<file path="config.mk">
export PLATFORM = sky130hd
export DESIGN_NAME = dio_top
export DESIGN_NICKNAME = d
export VERILOG_FILES = /design/src/inc/dio_pkg.sv /design/src/inc/dio_if.sv /design/src/logic/dio_in_map.sv /design/src/logic/dio_out_map.sv /design/src/logic/dio_top.sv
export VERILOG_INCLUDE_DIRS = /design/src /design/src/inc
export SDC_FILE = /design/constraint.sdc
export NUM_CORES = 1
export LEC_CHECK = 0
export ABC_AREA = 0
export CORE_ASPECT_RATIO = 0.7
export CORE_MARGIN = 1.5
export CORE_UTILIZATION = 50
export DETAILED_ROUTE_END_ITERATION = 8
export DONT_BUFFER_PORTS = 1
export GPL_TIMING_DRIVEN = 1
export HOLD_SLACK_MARGIN = 0.1
export PLACE_DENSITY = 0.68
export SLEW_MARGIN = 20
export SYNTH_ARGS = -nofsm -noshare
export SYNTH_HDL_FRONTEND = slang
export SYNTH_SLANG_ARGS = --single-unit
</file>
<file path="constraint.sdc">
create_clock -name core_clk -period 1.8 [get_ports core_clk]
set_input_delay 0.18 -clock core_clk [delete_from_list [all_inputs] [get_ports core_clk]]
set_output_delay 0.18 -clock core_clk [all_outputs]
set_load 0.05 [all_outputs]
</file>
<file path="src/inc/dio_params.svh">
// Constants for the drive digital I/O objects: object indices, field positions, reset values.
// Assumes inclusion by bare name from the design files.
//
// Contract
// Overtravel and home switches in bits 0-2, on=1
// Terminal inputs bits 16-20, inverted sense
// Remote-allocated inputs passed on, not acted on
// Level bit acts only when mask bit set
// Bits 16-19 drive general-purpose outputs when masked
// Optional inversion per general-purpose output
// Bus outputs also need bus-output enable settings
// Bits 24-27 routed to remote outputs
// Bits 16-20, 24, 25 are active-low
// Reserved bits read zero, writes ignored
// Both output words reset to zero
`ifndef DIO_PARAMS_SVH
`define DIO_PARAMS_SVH

`define DIO_IDX_INPUTS     16'h60FD
`define DIO_IDX_OUTPUTS    16'h60FE
`define DIO_SUB_COUNT      8'h00
`define DIO_SUB_LEVEL      8'h01
`define DIO_SUB_MASK       8'h02
`define DIO_ENTRY_COUNT    32'h0000_0002
`define DIO_LEVEL_RESET    32'h0000_0000
`define DIO_MASK_RESET     32'h0000_0000
`define DIO_OUT_WMASK      32'h0F1F_0000
`define DIO_IN_NOT_BIT     0
`define DIO_IN_POS_BIT     1
`define DIO_IN_HOME_BIT    2
`define DIO_TERM_BIT       16
`define DIO_REMOTE_BIT     24
`define DIO_RST_STAGES     2

`endif

</file>
<file path="src/inc/dio_pkg.sv">
// Types shared by the digital I/O object block.
// Assumes dio_params.svh is on the include path.
package dio_pkg;
    typedef enum logic [1:0] {
        DIO_ANS_OK,
        DIO_ANS_NO_OBJECT,
        DIO_ANS_NO_SUBINDEX,
        DIO_ANS_READ_ONLY
    } dio_answer_e;

    typedef logic [31:0] dio_word_t;
endpackage

</file>
<file path="src/inc/dio_if.sv">
// Carrier between the top and its two mapping modules.
// Assumes a single clock domain; all members are plain levels.
`timescale 1ns/100ps
`default_nettype none
interface dio_map_if;
    import dio_pkg::*;
    dio_word_t   level_word;
    dio_word_t   enable_mask;
    logic [4:0]  in_remote;
    logic [7:0]  gp_select;
    logic [3:0]  gp_bus_enable;
    logic [3:0]  gp_invert;
    logic [3:0]  rem_select;
    logic [1:0]  rem_bus_enable;
    logic [3:0]  gp_drive;
    logic [1:0]  rem_drive;

    modport ctrl (
        output level_word,
        output enable_mask,
        output in_remote,
        output gp_select,
        output gp_bus_enable,
        output gp_invert,
        output rem_select,
        output rem_bus_enable,
        input  gp_drive,
        input  rem_drive
    );
    modport outmap (
        input  level_word,
        input  enable_mask,
        input  gp_select,
        input  gp_bus_enable,
        input  gp_invert,
        input  rem_select,
        input  rem_bus_enable,
        output gp_drive,
        output rem_drive
    );
endinterface
`default_nettype wire

</file>
<file path="src/logic/dio_in_map.sv">
// Builds the digital input word from the switch and terminal pins.
// Assumes pins are synchronous and active high (1 = switched on / active).
`timescale 1ns/100ps
`default_nettype none
`include "dio_params.svh"
module dio_in_map
    import dio_pkg::*;
#(
    parameter int N_TERM = 5
) (
    input  wire logic              neg_overtravel_switch,
    input  wire logic              positive_overtravel_switch,
    input  wire logic              home_switch,
    input  wire logic [N_TERM-1:0] terminal_io_in,
    input  wire logic [N_TERM-1:0] in_remote,
    output var  dio_word_t         input_word,
    output logic [N_TERM-1:0]      local_active
);
    initial begin
        if (N_TERM < 1 || N_TERM > 8) begin
            $error("dio_in_map: N_TERM out of range");
        end
    end

    always_comb begin
        input_word = 32'h0000_0000;
        input_word[`DIO_IN_NOT_BIT]  = neg_overtravel_switch;
        input_word[`DIO_IN_POS_BIT]  = positive_overtravel_switch;
        input_word[`DIO_IN_HOME_BIT] = home_switch;
        for (int i = 0; i < N_TERM; i++) begin
            input_word[`DIO_TERM_BIT + i] = ~terminal_io_in[i];
        end
    end

    // Remote inputs are reported only; the drive itself never sees them
    genvar g;
    generate
        for (g = 0; g < N_TERM; g++) begin : g_local
            assign local_active[g] = terminal_io_in[g] & ~in_remote[g];
        end
    endgenerate
endmodule
`default_nettype wire

</file>
<file path="src/logic/dio_out_map.sv">
// Routes the output level word onto the general-purpose and remote outputs.
// Assumes the level and mask words already hold only writable bits.
`timescale 1ns/100ps
`default_nettype none
`include "dio_params.svh"
module dio_out_map
    import dio_pkg::*;
(
    dio_map_if.outmap m
);
    genvar g;
    generate
        for (g = 0; g < 4; g++) begin : g_gp
            logic [1:0] sel;
            logic       lvl;
            logic       act;
            assign sel = m.gp_select[2*g +: 2];
            assign lvl = m.level_word[`DIO_TERM_BIT + sel];
            // Active-low level; needs mask bit and bus enable as well
            assign act = ~lvl & m.enable_mask[`DIO_TERM_BIT + sel]
                       & m.gp_bus_enable[g];
            assign m.gp_drive[g] = act ^ m.gp_invert[g];
        end
        for (g = 0; g < 2; g++) begin : g_rem
            logic [1:0] sel;
            logic       lvl;
            assign sel = m.rem_select[2*g +: 2];
            // Bits 24 and 25 are active-low, 26 and 27 active-high
            assign lvl = (sel < 2'd2) ? ~m.level_word[`DIO_REMOTE_BIT + sel]
                                      : m.level_word[`DIO_REMOTE_BIT + sel];
            assign m.rem_drive[g] = lvl & m.enable_mask[`DIO_REMOTE_BIT + sel]
                                  & m.rem_bus_enable[g];
        end
    endgenerate
endmodule
`default_nettype wire

</file>
<file path="src/logic/dio_top.sv">
// Digital input and output objects of the drive, reached by object index and subindex.
// Assumes one 100 MHz clock, synchronous pins and one request at a time from the master.
`timescale 1ns/100ps
`default_nettype none
`include "dio_params.svh"
module dio_top
    import dio_pkg::*;
#(
    parameter int N_TERM_IN = 5
) (
    input  wire logic        core_clk,
    input  wire logic        rst_n,
    // Object access from the field-bus side
    input  wire logic        obj_req,
    input  wire logic        obj_wr,
    input  wire logic [15:0] obj_index,
    input  wire logic [7:0]  obj_subindex,
    input  wire logic [31:0] obj_wdata,
    output logic             obj_ack,
    output var  dio_answer_e obj_answer,
    output logic [31:0]      obj_rdata,
    // Switch and terminal inputs
    input  wire logic        neg_overtravel_switch,
    input  wire logic        positive_overtravel_switch,
    input  wire logic        home_switch,
    input  wire logic [4:0]  terminal_io_in,
    // Allocation, enable and inversion settings
    input  wire logic [4:0]  io_allocation_setting_low,
    input  wire logic [7:0]  io_allocation_setting_high,
    input  wire logic [3:0]  remote_output_allocation,
    input  wire logic [3:0]  bus_output_enable_low,
    input  wire logic [1:0]  bus_output_enable_high,
    input  wire logic [3:0]  output_inversion_low,
    // Drive-side results
    output logic [4:0]       local_input_active,
    output logic [4:0]       remote_input_state,
    output logic [3:0]       gp_output_drive,
    output logic [1:0]       remote_output_a_b
);
    // ==========================================================================
    // Elaboration checks
    initial begin
        if (N_TERM_IN != 5) begin
            $error("dio_top: terminal input count must be 5");
        end
    end

    // ==========================================================================
    // Reset release
    logic [`DIO_RST_STAGES-1:0] rst_sync_r;
    logic                       rst_int_n;

    always_ff @(posedge core_clk or negedge rst_n) begin
        if (!rst_n) begin
            rst_sync_r <= '0;
        end else begin
            rst_sync_r <= {rst_sync_r[`DIO_RST_STAGES-2:0], 1'b1};
        end
    end
    assign rst_int_n = rst_sync_r[`DIO_RST_STAGES-1];

    // ==========================================================================
    // Output words
    dio_word_t level_word_r;
    dio_word_t level_word_nxt;
    dio_word_t enable_mask_r;
    dio_word_t enable_mask_nxt;
    logic      hit_outputs;
    logic      hit_inputs;
    logic      wr_level;
    logic      wr_mask;

    assign hit_inputs  = obj_index == `DIO_IDX_INPUTS;
    assign hit_outputs = obj_index == `DIO_IDX_OUTPUTS;
    assign wr_level    = obj_req & obj_wr & hit_outputs & (obj_subindex == `DIO_SUB_LEVEL);
    assign wr_mask     = obj_req & obj_wr & hit_outputs & (obj_subindex == `DIO_SUB_MASK);

    // Reserved bits are dropped at the write so they always read back zero
    always_comb begin
        level_word_nxt = level_word_r;
        if (wr_level) begin
            level_word_nxt = obj_wdata & `DIO_OUT_WMASK;
        end
    end

    always_comb begin
        enable_mask_nxt = enable_mask_r;
        if (wr_mask) begin
            enable_mask_nxt = obj_wdata & `DIO_OUT_WMASK;
        end
    end

    always_ff @(posedge core_clk or negedge rst_int_n) begin
        if (!rst_int_n) begin
            level_word_r <= `DIO_LEVEL_RESET;
        end else begin
            level_word_r <= level_word_nxt;
        end
    end

    always_ff @(posedge core_clk or negedge rst_int_n) begin
        if (!rst_int_n) begin
            enable_mask_r <= `DIO_MASK_RESET;
        end else begin
            enable_mask_r <= enable_mask_nxt;
        end
    end

    // ==========================================================================
    // Input mapping
    dio_word_t  input_word;
    logic [4:0] local_active;

    // Settings travel to both mapping modules through the one carrier
    dio_map_if map_if ();

    dio_in_map #(
        .N_TERM (N_TERM_IN)
    ) u_in_map (
        .neg_overtravel_switch      (neg_overtravel_switch),
        .positive_overtravel_switch (positive_overtravel_switch),
        .home_switch                (home_switch),
        .terminal_io_in             (terminal_io_in),
        .in_remote                  (map_if.in_remote),
        .input_word                 (input_word),
        .local_active               (local_active)
    );

    // Registered snapshot gives the master a stable word one cycle behind the pins
    dio_word_t input_word_r;

    always_ff @(posedge core_clk or negedge rst_int_n) begin
        if (!rst_int_n) begin
            input_word_r <= 32'h0000_0000;
        end else begin
            input_word_r <= input_word;
        end
    end

    always_ff @(posedge core_clk or negedge rst_int_n) begin
        if (!rst_int_n) begin
            local_input_active <= 5'h00;
            remote_input_state <= 5'h00;
        end else begin
            local_input_active <= local_active;
            remote_input_state <= terminal_io_in & io_allocation_setting_low;
        end
    end

    // ==========================================================================
    // Output mapping
    assign map_if.level_word     = level_word_r;
    assign map_if.enable_mask    = enable_mask_r;
    assign map_if.in_remote      = io_allocation_setting_low;
    assign map_if.gp_select      = io_allocation_setting_high;
    assign map_if.gp_bus_enable  = bus_output_enable_low;
    assign map_if.gp_invert      = output_inversion_low;
    assign map_if.rem_select     = remote_output_allocation;
    assign map_if.rem_bus_enable = bus_output_enable_high;

    dio_out_map u_out_map (
        .m (map_if.outmap)
    );

    // Terminal drive is registered so no routing glitch reaches a pin
    always_ff @(posedge core_clk or negedge rst_int_n) begin
        if (!rst_int_n) begin
            gp_output_drive <= 4'h0;
        end else begin
            gp_output_drive <= map_if.gp_drive;
        end
    end

    always_ff @(posedge core_clk or negedge rst_int_n) begin
        if (!rst_int_n) begin
            remote_output_a_b <= 2'h0;
        end else begin
            remote_output_a_b <= map_if.rem_drive;
        end
    end

    // ==========================================================================
    // Object answers
    dio_answer_e answer_nxt;
    dio_word_t   rdata_nxt;

    always_comb begin
        answer_nxt = DIO_ANS_OK;
        rdata_nxt  = 32'h0000_0000;
        if (hit_inputs) begin
            if (obj_subindex != `DIO_SUB_COUNT) begin
                answer_nxt = DIO_ANS_NO_SUBINDEX;
            end else if (obj_wr) begin
                answer_nxt = DIO_ANS_READ_ONLY;
            end else begin
                rdata_nxt = input_word_r;
            end
        end else if (hit_outputs) begin
            unique case (obj_subindex)
                `DIO_SUB_COUNT: begin
                    if (obj_wr) begin
                        answer_nxt = DIO_ANS_READ_ONLY;
                    end else begin
                        rdata_nxt = `DIO_ENTRY_COUNT;
                    end
                end
                `DIO_SUB_LEVEL: begin
                    rdata_nxt = obj_wr ? 32'h0000_0000 : level_word_r;
                end
                `DIO_SUB_MASK: begin
                    rdata_nxt = obj_wr ? 32'h0000_0000 : enable_mask_r;
                end
                default: begin
                    answer_nxt = DIO_ANS_NO_SUBINDEX;
                end
            endcase
        end else begin
            answer_nxt = DIO_ANS_NO_OBJECT;
        end
    end

    always_ff @(posedge core_clk or negedge rst_int_n) begin
        if (!rst_int_n) begin
            obj_ack <= 1'b0;
        end else begin
            obj_ack <= obj_req;
        end
    end

    always_ff @(posedge core_clk or negedge rst_int_n) begin
        if (!rst_int_n) begin
            obj_answer <= DIO_ANS_OK;
            obj_rdata  <= 32'h0000_0000;
        end else if (obj_req) begin
            obj_answer <= answer_nxt;
            obj_rdata  <= rdata_nxt;
        end
    end
endmodule
`default_nettype wire

</file>
==> metrics.md <==
| Metric | Value |
|---|---|
| Num rows | `22` |
| GRT met2 Usage | `a little under a third` |
| Minimum clock period | `1.525 ns` |
| Mapped cell area | `2685 µm²` |
| Post-CTS resize count | `0` |
| Post-route ant nets | `0` |
| Chip width | `90.59 µm` |
| DRT Pass-1 Iters | `4` |
| Final WS setup | `0.2745 ns` |
| Hold_ws | `0.1577 ns` |
| Hold Fails Final Rpt | `0` |
| Cell Pwr Density | `847.8 nW/µm²` |
| Worst Max-Slew Pin Slew | `~0.57 ns` |
| Placement Setup Slack | `-0.02386 ns` |
| Final setup TNS | `0 ns` |
| #FFs+latches synth | `59` |
| Largest net degree at the start of global routing | `22` |
| RSZ-0062 raised after global routing | `no` |
| Initial antenna violation count | `0` |
| CTS Sinks | `59` |
| Multi-input logic area | `1057 µm²` |
| Drt initial violations | `60` |
| Commonest non-fill, non-tap cells in the layout | `dfrtp_1 (58), dlygate4sd3_1 (43), conb_1 (21), mux2_2 (18), nor2b_1 (10)` |
| Period Utilization, post-route | `between 80% and 90%` |
| Critical R2R Launch | `enable_mask_r[25]$_DFFE_PN0P_` |
| Layout cells sized above 1 | `19.22%` |
| Total Routing Usage GR | `21.09%` |
| Skew final | `0.007151 ns` |
| Global route overflow | `0` |
| Critical Path AT | `1.75 ns` |
| Post-CTS Setup Inserts | `0` |
| Placed Area | `about 2800 µm²` |
| Sequential share of the synthesized area | `54.99%` |
| Vert. Die Dim | `64.31 µm` |
| Initial Util | `51.61%` |
| P_leak | `approximately 1.6 nW` |
| Die ar. | `approximately 5800 µm²` |
| Final WL | `5620 µm` |
| Fillers | `402` |
| Post-synth EDFFs | `0` |
| Ys flop type | `dfrtp_1` |
| Core box area | `approximately 5200 µm²` |
| ANT cells | `0` |
| Vias per cell | `5.244` |
| Critical Path Fanout Max | `3` |
| Async S/R FF share, synth | `100.0%` |
| I/O Pins | `146` |
| Worst-path clk slew | `0.07 ns` |
| Syn Inst Count | `221` |
| Post-route cell area | `3411 µm²` |
| CTS tree | `done` |
| Nets | `371` |
| Worst Reg-to-Reg Cells | `5` |
| WP data required | `2.02 ns` |
| CP startpoint | `enable_mask_r[25]$_DFFE_PN0P_` |
| Most common cell after layout, fill and taps aside | `dfrtp_1` |
| Via count | `~1900` |
| F_max | `655.5 MHz` |
| Met1 usage | `26.50%` |
| Placer Congestion | `0.7801` |
| WHS Path Cells | `3` |
| Synth unique cells | `40` |
| Mean Syn Cell Area | `between 10 and 15 µm²` |
| Worst VDD drop | `0.0006527 V` |
| Critical path class | `reg -> reg` |
| Cts hold-fix bufs | `43` |
| DRC | `0` |
| Fin util | `between 60% and 70%` |
| DR WL/cell | `15.92 µm` |
| Most Used Layer, Global Route | `met2` |
| Sequential cell area | `roughly 1500 µm²` |
| Pins Over Slew Limit | `0` |
| # H-tree levels | `3` |
| Status | `completed` |
| Syn. warnings | `0` |
| Max cap viols | `0` |
| Min-delay src | `obj_index[0]` |
| Port Buffers | `0` |
| Critical path launch point type | `flop` |
| Post-detail-place hpwl | `3907 µm` |
| Area grow syn2layout | `27.03%` |
| CTS Buf Count | `9` |
| CTS Buffer Depth | `2` |
| Met3 GRT Util | `10.60%` |
| # setup viols final | `0` |
| Global-route wire length before repair | `9259 µm` |
| Hold/Removal Path Class | `in -> reg` |
| Slew HR | `about three fifths` |
| CP Capture Type | `flop` |
| Vias in the first global route | `1906` |
| Root Driver | `clkbuf_8` |
| Worst-Skew Late Latency | `0.34 ns` |
[cell usage after synthesis, types with 6 or more instances]
library cell,number,area (µm²)
mux2_2,18,202.7
o2bb2ai_1,6,52.55
nor2_1,8,30.03
a22oi_1,9,67.56
and3_1,7,43.79
buf_4,20,150.1
nand2_1,9,33.78
nor2b_1,10,62.56
dfrtp_1,59,1476
inv_1,9,33.78
[routing by layer]
metal / part of all wire, % / wire (µm)
met1: 43 / 2389
met2: 46 / 2601
met3: 10 / 573
met4: 0.98 / 55
met5: 0 / 0
[sequential cells by signal, indices dropped and copies added (netlist names)]
name	flops
remote_input_state	5
gp_output_drive	4
obj_ack	1
enable_mask_r	9
input_word_r	8
obj_rdata	12
remote_output_a_b	2
level_word_r	9
local_input_active	5
obj_answer	2
rst_sync_r	2
[per-stage QoR]
step,power (mW),cells
6_report,2.892,353
5_1_grt,3.010,353
4_1_cts,2.925,353
3_5_place_dp,1.649,294
3_3_place_gp,1.646,294
2_1_floorplan,1.653,240
[path summary, 6_finish.rpt]
path                                                         to  slack, ns
worst min register to register  remote_input_state[3]$_DFF_PN0_       0.20
worst max-delay path             remote_output_a_b[1]$_DFF_PN0_       0.27
worst min-delay path                  obj_answer[1]$_DFFE_PN0P_       0.16
max in group asynchronous         enable_mask_r[27]$_DFFE_PN0P_       0.96
worst max register to register   remote_output_a_b[1]$_DFF_PN0_       0.27
min in group asynchronous       remote_input_state[3]$_DFF_PN0_       0.20
[power breakdown]
group | internal (mW) | switching (mW) | total, mW
registers | 1.35 | 0.0879 | 1.44
logic | 0.0984 | 0.163 | 0.261
clock network | 0.644 | 0.544 | 1.19
total | 2.10 | 0.795 | 2.89
[logic make-up after synthesis]
group / count (synthesis) / synth area share, %
buffers and inverters: 38 / 8.294
multiplexers: 22 / 10.90
XOR/XNOR: 4 / 1.305
flip-flops: 59 / 54.99
AO/OA/AOI/OAI: 38 / 10.62
other: 2 / 0.2797
AND/OR/NAND/NOR: 58 / 13.61
[critical path, stage by stage, from the launching register on]
cell and delay, ns:
dfrtp_1 0.39, nor2b_1 0.15, nand2_1 0.06, o21ai_0 0.07, o211a_1 0.20, dlygate4sd3_1 0.55
[area by class of cell]
cell class | count | area share [%]
clock inverters | 7 | 2.274
inverters | 9 | 0.9905
repair buffers | 54 | 16.14
multi-input cells | 143 | 31.00
clock buffers | 9 | 3.632
flip-flops and latches | 59 | 43.32
well taps | 72 | 2.641
No activity file was read; power rests on OpenSTA's default activity.
